### src/dwc_cfg.svh
// Constants for the data watchpoint control block
`ifndef DWC_CFG_SVH
`define DWC_CFG_SVH
`define DWC_OP1_WATCH 3'h0
`define DWC_CRN_WATCH 4'h0
`define DWC_OP2_VALUE 3'h6
`define DWC_OP2_CTRL 3'h7
`define DWC_PAIRS 2
`define DWC_LINK_EN_BIT 20
`define DWC_LINK_HI 19
`define DWC_LINK_LO 16
`define DWC_BYTE_HI 8
`define DWC_BYTE_LO 5
`define DWC_LS_HI 4
`define DWC_LS_LO 3
`define DWC_PRIV_HI 2
`define DWC_PRIV_LO 1
`define DWC_ENABLE_BIT 0
`define DWC_LINK_BP4 4'h4
`define DWC_LINK_BP5 4'h5
`define DWC_MON_MODE 2'h2
`define DWC_CTRL_MASK 32'h001F01FF
`define DWC_VALUE_MASK 32'hFFFFFFFC
`define DWC_CTRL_RESET 32'h00000000
`define DWC_VALUE_RESET 32'h00000000
`define DWC_BCR_MATCH_CTX 2'h3
`define DWC_SYNC_DELAY 4'h3
`endif

### src/dwc_pkg.sv
// Types for the data watchpoint control block
package dwc_pkg;
    typedef struct packed {
        logic valid;
        logic [31:0] addr;
        logic [3:0] lanes;
        logic is_load;
        logic is_store;
        logic privileged;
        logic [7:0] context_id;
    } dwc_access_s;
    typedef struct packed {
        logic valid;
        logic write;
        logic [2:0] op1;
        logic [3:0] crn;
        logic [3:0] crm;
        logic [2:0] op2;
        logic privileged;
        logic [31:0] wdata;
    } dwc_coproc_s;
    typedef struct packed {
        logic ctx_match4;
        logic ctx_match5;
        logic enable4;
        logic enable5;
        logic [1:0] match_type4;
        logic [1:0] match_type5;
    } dwc_brk_s;
    typedef enum logic [1:0] {
        DWC_IDLE = 2'b00,
        DWC_WAIT = 2'b01
    } dwc_sync_e;
endpackage

### src/dwc_match.sv
// One watchpoint comparator
`timescale 1ns/1ns
`include "dwc_cfg.svh"
module dwc_match (
    input wire dwc_pkg::dwc_access_s acc_in,
    input wire logic [31:0] ctrl_in,
    input wire logic [31:0] value_in,
    input wire dwc_pkg::dwc_brk_s brk_in,
    output logic hit_out
);
    import dwc_pkg::*;
    logic [1:0] ls;
    logic [1:0] priv;
    logic [3:0] bsel;
    logic [3:0] link;
    logic type_ok;
    logic priv_ok;
    logic addr_ok;
    logic ctx_ok;
    always_comb begin
        ls = ctrl_in[`DWC_LS_HI:`DWC_LS_LO];
        priv = ctrl_in[`DWC_PRIV_HI:`DWC_PRIV_LO];
        bsel = ctrl_in[`DWC_BYTE_HI:`DWC_BYTE_LO];
        link = ctrl_in[`DWC_LINK_HI:`DWC_LINK_LO];
        // Swap sets both kinds; exclusives set one, store regardless of success
        type_ok = (acc_in.is_load && ls[0]) || (acc_in.is_store && ls[1]);
        priv_ok = acc_in.privileged ? priv[0] : priv[1];
        addr_ok = (acc_in.addr[31:2] == value_in[31:2]) && ((acc_in.lanes & bsel) != 4'h0);
        ctx_ok = 1'b1;
        if (ctrl_in[`DWC_LINK_EN_BIT]) begin
            // Several pairs may read the same context result at once
            if (link == `DWC_LINK_BP4) begin
                ctx_ok = brk_in.enable4 && brk_in.ctx_match4;
            end else if (link == `DWC_LINK_BP5) begin
                ctx_ok = brk_in.enable5 && brk_in.ctx_match5;
            end else begin
                // Unpermitted link targets never hit
                ctx_ok = 1'b0;
            end
        end
        hit_out = acc_in.valid && ctrl_in[`DWC_ENABLE_BIT] && type_ok && priv_ok && addr_ok
            && ctx_ok;
    end
endmodule

### src/dwc_top.sv
// Data watchpoint control: coprocessor registers and event generation
`timescale 1ns/1ns
`include "dwc_cfg.svh"
module dwc_top (
    input wire logic clk_sys_in,
    input wire logic rstn_in,
    input wire dwc_pkg::dwc_access_s acc_in,
    input wire dwc_pkg::dwc_coproc_s cop_in,
    input wire dwc_pkg::dwc_brk_s brk_in,
    input wire logic [1:0] debug_mode_in,
    input wire logic debug_state_in,
    output logic cop_claim_out,
    output logic cop_done_out,
    output logic cop_undef_out,
    output logic [31:0] cop_rdata_out,
    output logic watch_event_out,
    output logic [1:0] watch_hit_out
);
    import dwc_pkg::*;
    typedef struct packed {
        // Programmed settings, as software reads them back
        logic [`DWC_PAIRS-1:0][31:0] ctrl;
        logic [`DWC_PAIRS-1:0][31:0] value;
        // Settings the comparators use; they lag the programmed ones
        logic [`DWC_PAIRS-1:0][31:0] ctrl_act;
        logic [`DWC_PAIRS-1:0][31:0] value_act;
        // Write-to-use delay
        dwc_sync_e sync;
        logic [3:0] cnt;
        // Answer to the coprocessor transfer
        logic done;
        logic undef;
        logic [31:0] rdata;
        // Registered event outputs
        logic event_q;
        logic [1:0] hit;
    } dwc_state_s;
    dwc_state_s state_reg;
    dwc_state_s state_next;

    logic [1:0] hit_raw;
    logic is_watch;
    logic is_ctrl;
    logic allowed;
    logic pair_ok;
    logic pair;

    logic wr_take;
    logic rd_take;
    logic [31:0] wr_word;
    logic [31:0] rd_word;

    function automatic logic [31:0] pick(input logic [`DWC_PAIRS-1:0][31:0] regs,
                                         input logic sel);
        pick = regs[sel];
    endfunction

    // Replace one pair's word and leave the other pair untouched
    function automatic logic [`DWC_PAIRS-1:0][31:0] put_word(
        input logic [`DWC_PAIRS-1:0][31:0] regs,
        input logic sel,
        input logic [31:0] word
    );
        put_word = regs;
        put_word[sel] = word;
    endfunction

    // Reserved bits are never stored, so they always read back as 0
    function automatic logic [31:0] keep_mask(input logic ctl);
        if (ctl) begin
            keep_mask = `DWC_CTRL_MASK;
        end else begin
            keep_mask = `DWC_VALUE_MASK;
        end
    endfunction

    // Register-number part of the decode; crm is checked apart since it picks the pair
    function automatic logic watch_code(input dwc_coproc_s cop);
        watch_code = (cop.op1 == `DWC_OP1_WATCH) && (cop.crn == `DWC_CRN_WATCH)
            && ((cop.op2 == `DWC_OP2_CTRL) || (cop.op2 == `DWC_OP2_VALUE));
    endfunction

    function automatic logic may_access(input logic priv,
                                        input logic [1:0] mode,
                                        input logic dbg);
        // Debug state overrides the monitor-mode lockout
        may_access = dbg || (priv && (mode == `DWC_MON_MODE));
    endfunction

    // One comparator per pair; all of them see the same access and break results
    genvar g;
    generate
        for (g = 0; g < `DWC_PAIRS; g++) begin : gen_pair
            dwc_match u_match (
                .acc_in(acc_in),
                .ctrl_in(state_reg.ctrl_act[g]),
                .value_in(state_reg.value_act[g]),
                .brk_in(brk_in),
                .hit_out(hit_raw[g])
            );
        end
    endgenerate

    always_comb begin
        // Claim is combinational so the core can trap the same instruction it decodes
        pair = cop_in.crm[0];
        pair_ok = (cop_in.crm[3:1] == 3'h0);
        is_watch = cop_in.valid && pair_ok && watch_code(cop_in);
        is_ctrl = (cop_in.op2 == `DWC_OP2_CTRL);
        allowed = may_access(cop_in.privileged, debug_mode_in,
            debug_state_in);
        cop_claim_out = is_watch;
        wr_take = is_watch && allowed && cop_in.write;
        rd_take = is_watch && allowed && !cop_in.write;
        wr_word = cop_in.wdata & keep_mask(is_ctrl);
        if (is_ctrl) begin
            rd_word = pick(state_reg.ctrl, pair);
        end else begin
            rd_word = pick(state_reg.value, pair);
        end
    end

    always_comb begin
        state_next = state_reg;
        state_next.done = 1'b0;
        state_next.undef = 1'b0;

        // Every claimed transfer gets exactly one answer, one cycle later
        if (is_watch) begin
            if (allowed) begin
                state_next.done = 1'b1;
            end else begin
                state_next.undef = 1'b1;
            end
        end

        // Reads return the programmed words, which may not be active yet
        if (wr_take) begin
            if (is_ctrl) begin
                state_next.ctrl = put_word(state_reg.ctrl, pair, wr_word);
            end else begin
                state_next.value = put_word(state_reg.value, pair, wr_word);
            end
        end
        if (rd_take) begin
            state_next.rdata = rd_word;
        end

        // New settings reach the comparators after a short delay; each write restarts it
        unique case (state_reg.sync)
            DWC_IDLE: begin
                if (wr_take) begin
                    state_next.sync = DWC_WAIT;
                    state_next.cnt = `DWC_SYNC_DELAY;
                end
            end
            DWC_WAIT: begin
                if (wr_take) begin
                    state_next.cnt = `DWC_SYNC_DELAY;
                end else if (state_reg.cnt != 4'h0) begin
                    state_next.cnt = state_reg.cnt - 4'h1;
                end else begin
                    state_next.sync = DWC_IDLE;
                end
                if (state_reg.cnt == 4'h0) begin
                    state_next.ctrl_act = state_reg.ctrl;
                    state_next.value_act = state_reg.value;
                end
            end
            default: begin
                state_next.sync = DWC_IDLE;
            end
        endcase

        // Event path: one cycle behind the access, per pair and summed
        state_next.hit = hit_raw;
        state_next.event_q = |hit_raw;

        if (!rstn_in) begin
            // Watchpoints leave reset disabled; nothing matches until software arms them
            state_next = '0;
            state_next.ctrl = {`DWC_PAIRS{`DWC_CTRL_RESET}};
            state_next.ctrl_act = {`DWC_PAIRS{`DWC_CTRL_RESET}};
            state_next.value = {`DWC_PAIRS{`DWC_VALUE_RESET}};
            state_next.value_act = {`DWC_PAIRS{`DWC_VALUE_RESET}};
            state_next.sync = DWC_IDLE;
        end
    end

    // Reset is folded into the next-state logic, so this stays a plain register
    always_ff @(posedge clk_sys_in) begin
        state_reg <= state_next;
    end

    // Every output but the claim comes straight from a flip-flop
    assign cop_done_out = state_reg.done;
    assign cop_undef_out = state_reg.undef;
    assign cop_rdata_out = state_reg.rdata;
    assign watch_event_out = state_reg.event_q;
    assign watch_hit_out = state_reg.hit;
endmodule

### config.mk
export PLATFORM = sky130hd
export DESIGN_NAME = dwc_top
export DESIGN_NICKNAME = d
export VERILOG_FILES = /design/src/dwc_pkg.sv /design/src/dwc_match.sv /design/src/dwc_top.sv
export VERILOG_INCLUDE_DIRS = /design/src
export SDC_FILE = /design/constraint.sdc
export NUM_CORES = 1
export LEC_CHECK = 0
export ABC_CLOCK_PERIOD_IN_PS = 4300
export BUFFER_PORTS_ARGS = -buffer_cell sky130_fd_sc_hd__buf_4
export CAP_MARGIN = 20
export CORE_MARGIN = 1.5
export CORE_UTILIZATION = 40
export DETAILED_ROUTE_END_ITERATION = 10
export SYNTH_ARGS = -nofsm -noshare
export SYNTH_HDL_FRONTEND = slang
export SYNTH_SLANG_ARGS = --single-unit
### constraint.sdc
create_clock -name clk_sys_in -period 4.3 [get_ports clk_sys_in]
set_input_delay 1.29 -clock clk_sys_in [delete_from_list [all_inputs] [get_ports clk_sys_in]]
set_output_delay 1.29 -clock clk_sys_in [all_outputs]
set_load 0.05 [all_outputs]
==> impl_metrics.tcl <==
set metrics [dict create \
    final_nets 1338 \
    grt_usage 0.2062 \
    io_pins 148 \
    power_density_nw_per_um2 400.0 \
    clkTransAtPathRegs_ns 0.06 \
    wl_met2_um 12410 \
    drtAntennaViolNets 0 \
    postRouteWirelength_um 28900 \
    cp_max_fo 3 \
    synthArstFlopShare 0 \
    holdCritPathClass "reg -> reg" \
    drc 0 \
    worstHoldStart "state_reg[115]$_SDFFE_PN0P_" \
    fin_ws_ns 0.8193 \
    reg2reg_from "state_reg[38]$_SDFFE_PN0P_" \
    clock.fmax_mhz 287.3 \
    switching_share 0.2145 \
    die_y_um 168.5 \
    post_cts_buffers 0 \
    internal_power_w 0.004021 \
    outcome "completed" \
    clock_latency_ns 0.54 \
    synth_warnings 0 \
    peakVddDrop_mv 0.2596 \
    place_ws_ns 0.8037 \
    htree_num_levels 1 \
    first_pass_iters 4 \
    p_leak_nw 4.917 \
    clock-sinks 258 \
    timing.critical_path.mode_cell "buf_4" \
    crit_chain "buf_4 > nor4_2 > and4b_1 > buf_4" \
    period_minus_slack_ns 3.481 \
    gp_congestion 0.7885 \
    crit_path_end_kind "primary output" \
    final_hold_viol_count 0 \
    start_kind "input port" \
    synthFlopType "dfxtp_1" \
    slew_violations 0 \
    cts_inserted_buffers 28 \
    dr_wl_met3_um 1801 \
    cts_tree "yes" \
    synth_edf_count 0 \
    wl_per_cell_um 18.21 \
    grt_pass1_wl_um 45640 \
    wl_met1_um 14250 \
    ys_seq_area_frac 0.4714 \
    cts_resized 0 \
    drive_gt1_frac 0.2287 \
    clk_path_buf_depth 3 \
    rows 60 \
    postSynthAreaPerCell_sq_um 9.364 \
    portBuffers 133 \
    rsz0062_at_grt "false" \
    vias 8204 \
    path_class "in -> out" \
    largest_register_ff_count 221 \
    drv_cap 0 \
    die_area_sq_um 28390 \
    clock_power_share 0.489 \
    fp.dieW_um 168.5 \
    first_global_vias 7876 \
    netlist_instances 1170 \
    first_iter_violations 616 \
    period_share 0.8095 \
    synth.distinct_cells 44 \
    max_stage_delay_ns 0.32 \
    share_comb_of_total_power 0.044 \
    areaGrowthSynthToFinish_pct 16.82 \
    cp_data_required_time_ns 3.01 \
    crit_arrival_ns 2.19 \
    avgViaCountPerCell 5.170 \
    switchingPower_w 0.001098 \
    instances_no_fill 1587 \
    netlist_area_sq_um 10960 \
    root_buffer "clkbuf_16" \
    routed.top_layer "met4" \
    setup_viol 0 \
    antenna_found_initial 0 \
    relSlewSlack 0.3371 \
    setup_tns_ns 0 \
    overflow 0 \
    grt_max_degree 89 \
    crit_slowest_cell "and4b_1" \
    synth-seq-cells 258 \
    skew_ns 0.008335 \
    antenna_cells 0 \
    synth_nets 1282 \
    critPathLaunch "cop_in[38]" \
    core_sq_um 26950 \
    dp_hpwl_um 19300 \
    dp_cells 1537 \
    start_util 0.4065 \
    power_frac_seq 0.467 \
    worst_pin_slew_ns 0.9944 \
    hold_buffers 0 \
]
==> Yosys cell counts (2+ instances only) <==
| master | count | area [sq um] |
|---|---|---|
| nand2_1 | 265 | 994.7 |
| dfxtp_1 | 258 | 5165 |
| nand3_1 | 96 | 480.5 |
| a21boi_0 | 83 | 623.1 |
| o21ai_0 | 73 | 365.4 |
| xor2_1 | 61 | 534.3 |
| clkbuf_1 | 60 | 225.2 |
| and3_1 | 41 | 256.5 |
| buf_4 | 36 | 270.3 |
| mux4_2 | 32 | 720.7 |
| a21boi_2 | 30 | 337.8 |
| o21ai_1 | 17 | 85.08 |
| nand2_2 | 16 | 100.1 |
| nor4_1 | 15 | 93.84 |
| buf_2 | 12 | 60.06 |
| buf_1 | 8 | 30.03 |
| nor2_1 | 8 | 30.03 |
| a21boi_1 | 7 | 52.55 |
| a22oi_1 | 6 | 45.04 |
| buf_12 | 4 | 80.08 |
| inv_1 | 4 | 15.01 |
| nand4_1 | 4 | 25.02 |
| nor3_1 | 3 | 15.01 |
| o21a_1 | 3 | 22.52 |
| a2111oi_2 | 2 | 30.03 |
| a21oi_1 | 2 | 10.01 |
| ha_1 | 2 | 25.02 |
| mux2i_1 | 2 | 20.02 |
| nand2b_1 | 2 | 12.51 |
| nand4_4 | 2 | 42.54 |
| nand4b_4 | 2 | 47.55 |
| xnor2_1 | 2 | 17.52 |
==> cells in the final DEF, fill, tap and decap left out, drive strengths merged, types with 3 or more instances in the layout <==
cell | Yosys | routed
nand2 | 281 | 281
dfxtp | 258 | 258
buf | 61 | 147
a21boi | 120 | 120
nand3 | 96 | 96
o21ai | 90 | 90
xor2 | 61 | 61
and3 | 42 | 42
clkbuf | 60 | 41
mux4 | 32 | 32
nor4 | 16 | 16
nor2 | 8 | 8
a22oi | 6 | 6
nand4 | 6 | 6
clkinv | 0 | 5
inv | 4 | 5
nor3 | 3 | 3
o21a | 3 | 3
bufinv | 0 | 3
a21oi | 3 | 3
==> metal layers <==
layer,GRT usage,up-vias
met5,0,-
met4,0.04658,0
met3,0.04068,31
met2,0.3089,214
met1,0.3056,3875
li1,-,4084
==> area by class of cell <==
class | count | area [sq um]
Fill cell | 2588 | 14150
Clock buffer | 41 | 840.8
Clock inverter | 9 | 123.9
Timing Repair Buffer | 147 | 1120
Multi-Input combinational cell | 787 | 5107
Sequential cell | 258 | 5165
Inverter | 4 | 15.01
Tap cell | 341 | 426.7
==> logic make-up after synthesis <==
| family | count (synthesis) | share of synthesized area |
|---|---|---|
| simple gates | 464 | 0.2002 |
| mux | 34 | 0.06761 |
| compound gates | 224 | 0.1449 |
| fa+ha+maj | 2 | 0.002284 |
| flops | 258 | 0.4714 |
| buf+inv | 125 | 0.06316 |
| xor+xnor | 63 | 0.05037 |
==> power groups by stage <==
stage / Clock [W] / Combinational, W / Sequential [W]
CTS: 0.00254 / 0.000228 / 0.00239
global placement: 0 / 0.000229 / 0.00244
detailed placement: 0 / 0.000228 / 0.00244
global route: 0.00265 / 0.000243 / 0.00239
finish: 0.00250 / 0.000226 / 0.00239
floorplan: 0 / 0.000106 / 0.00244
==> critical path, delay by kind of cell <==
family        cells  cell delay [ns]
buf+inv           2             0.34
simple gates      2             0.56
==> metrics by stage <==
| stage | instance area, sq um | total power (W) | hold slack [ns] | utilization |
|---|---|---|---|---|
| 5_1_grt | 12800 | 0.005281 | 0.4859 | 0.4749 |
| 2_1_floorplan | 10960 | 0.002549 | 0.4382 | - |
| 4_1_cts | 12800 | 0.005156 | 0.4653 | 0.4749 |
| 3_3_place_gp | 11830 | 0.002672 | 0.4508 | 0.4391 |
| 3_5_place_dp | 11830 | 0.002671 | 0.4576 | 0.4391 |
| 6_report | 12800 | 0.005119 | 0.4630 | 0.4749 |
==> worst paths after layout <==
| check | endpoint | slack, ns | cells after the start |
|---|---|---|---|
| worst max-delay path | cop_claim_out | 0.82 | 4 |
| worst min-delay path | state_reg[115]$_SDFFE_PN0P_ | 0.46 | 2 |
| worst max register to register | state_reg[95]$_SDFFE_PN0P_ | 1.91 | 7 |
| worst min register to register | state_reg[115]$_SDFFE_PN0P_ | 0.46 | 2 |
Note: power is estimated with default switching activity, not from simulation.
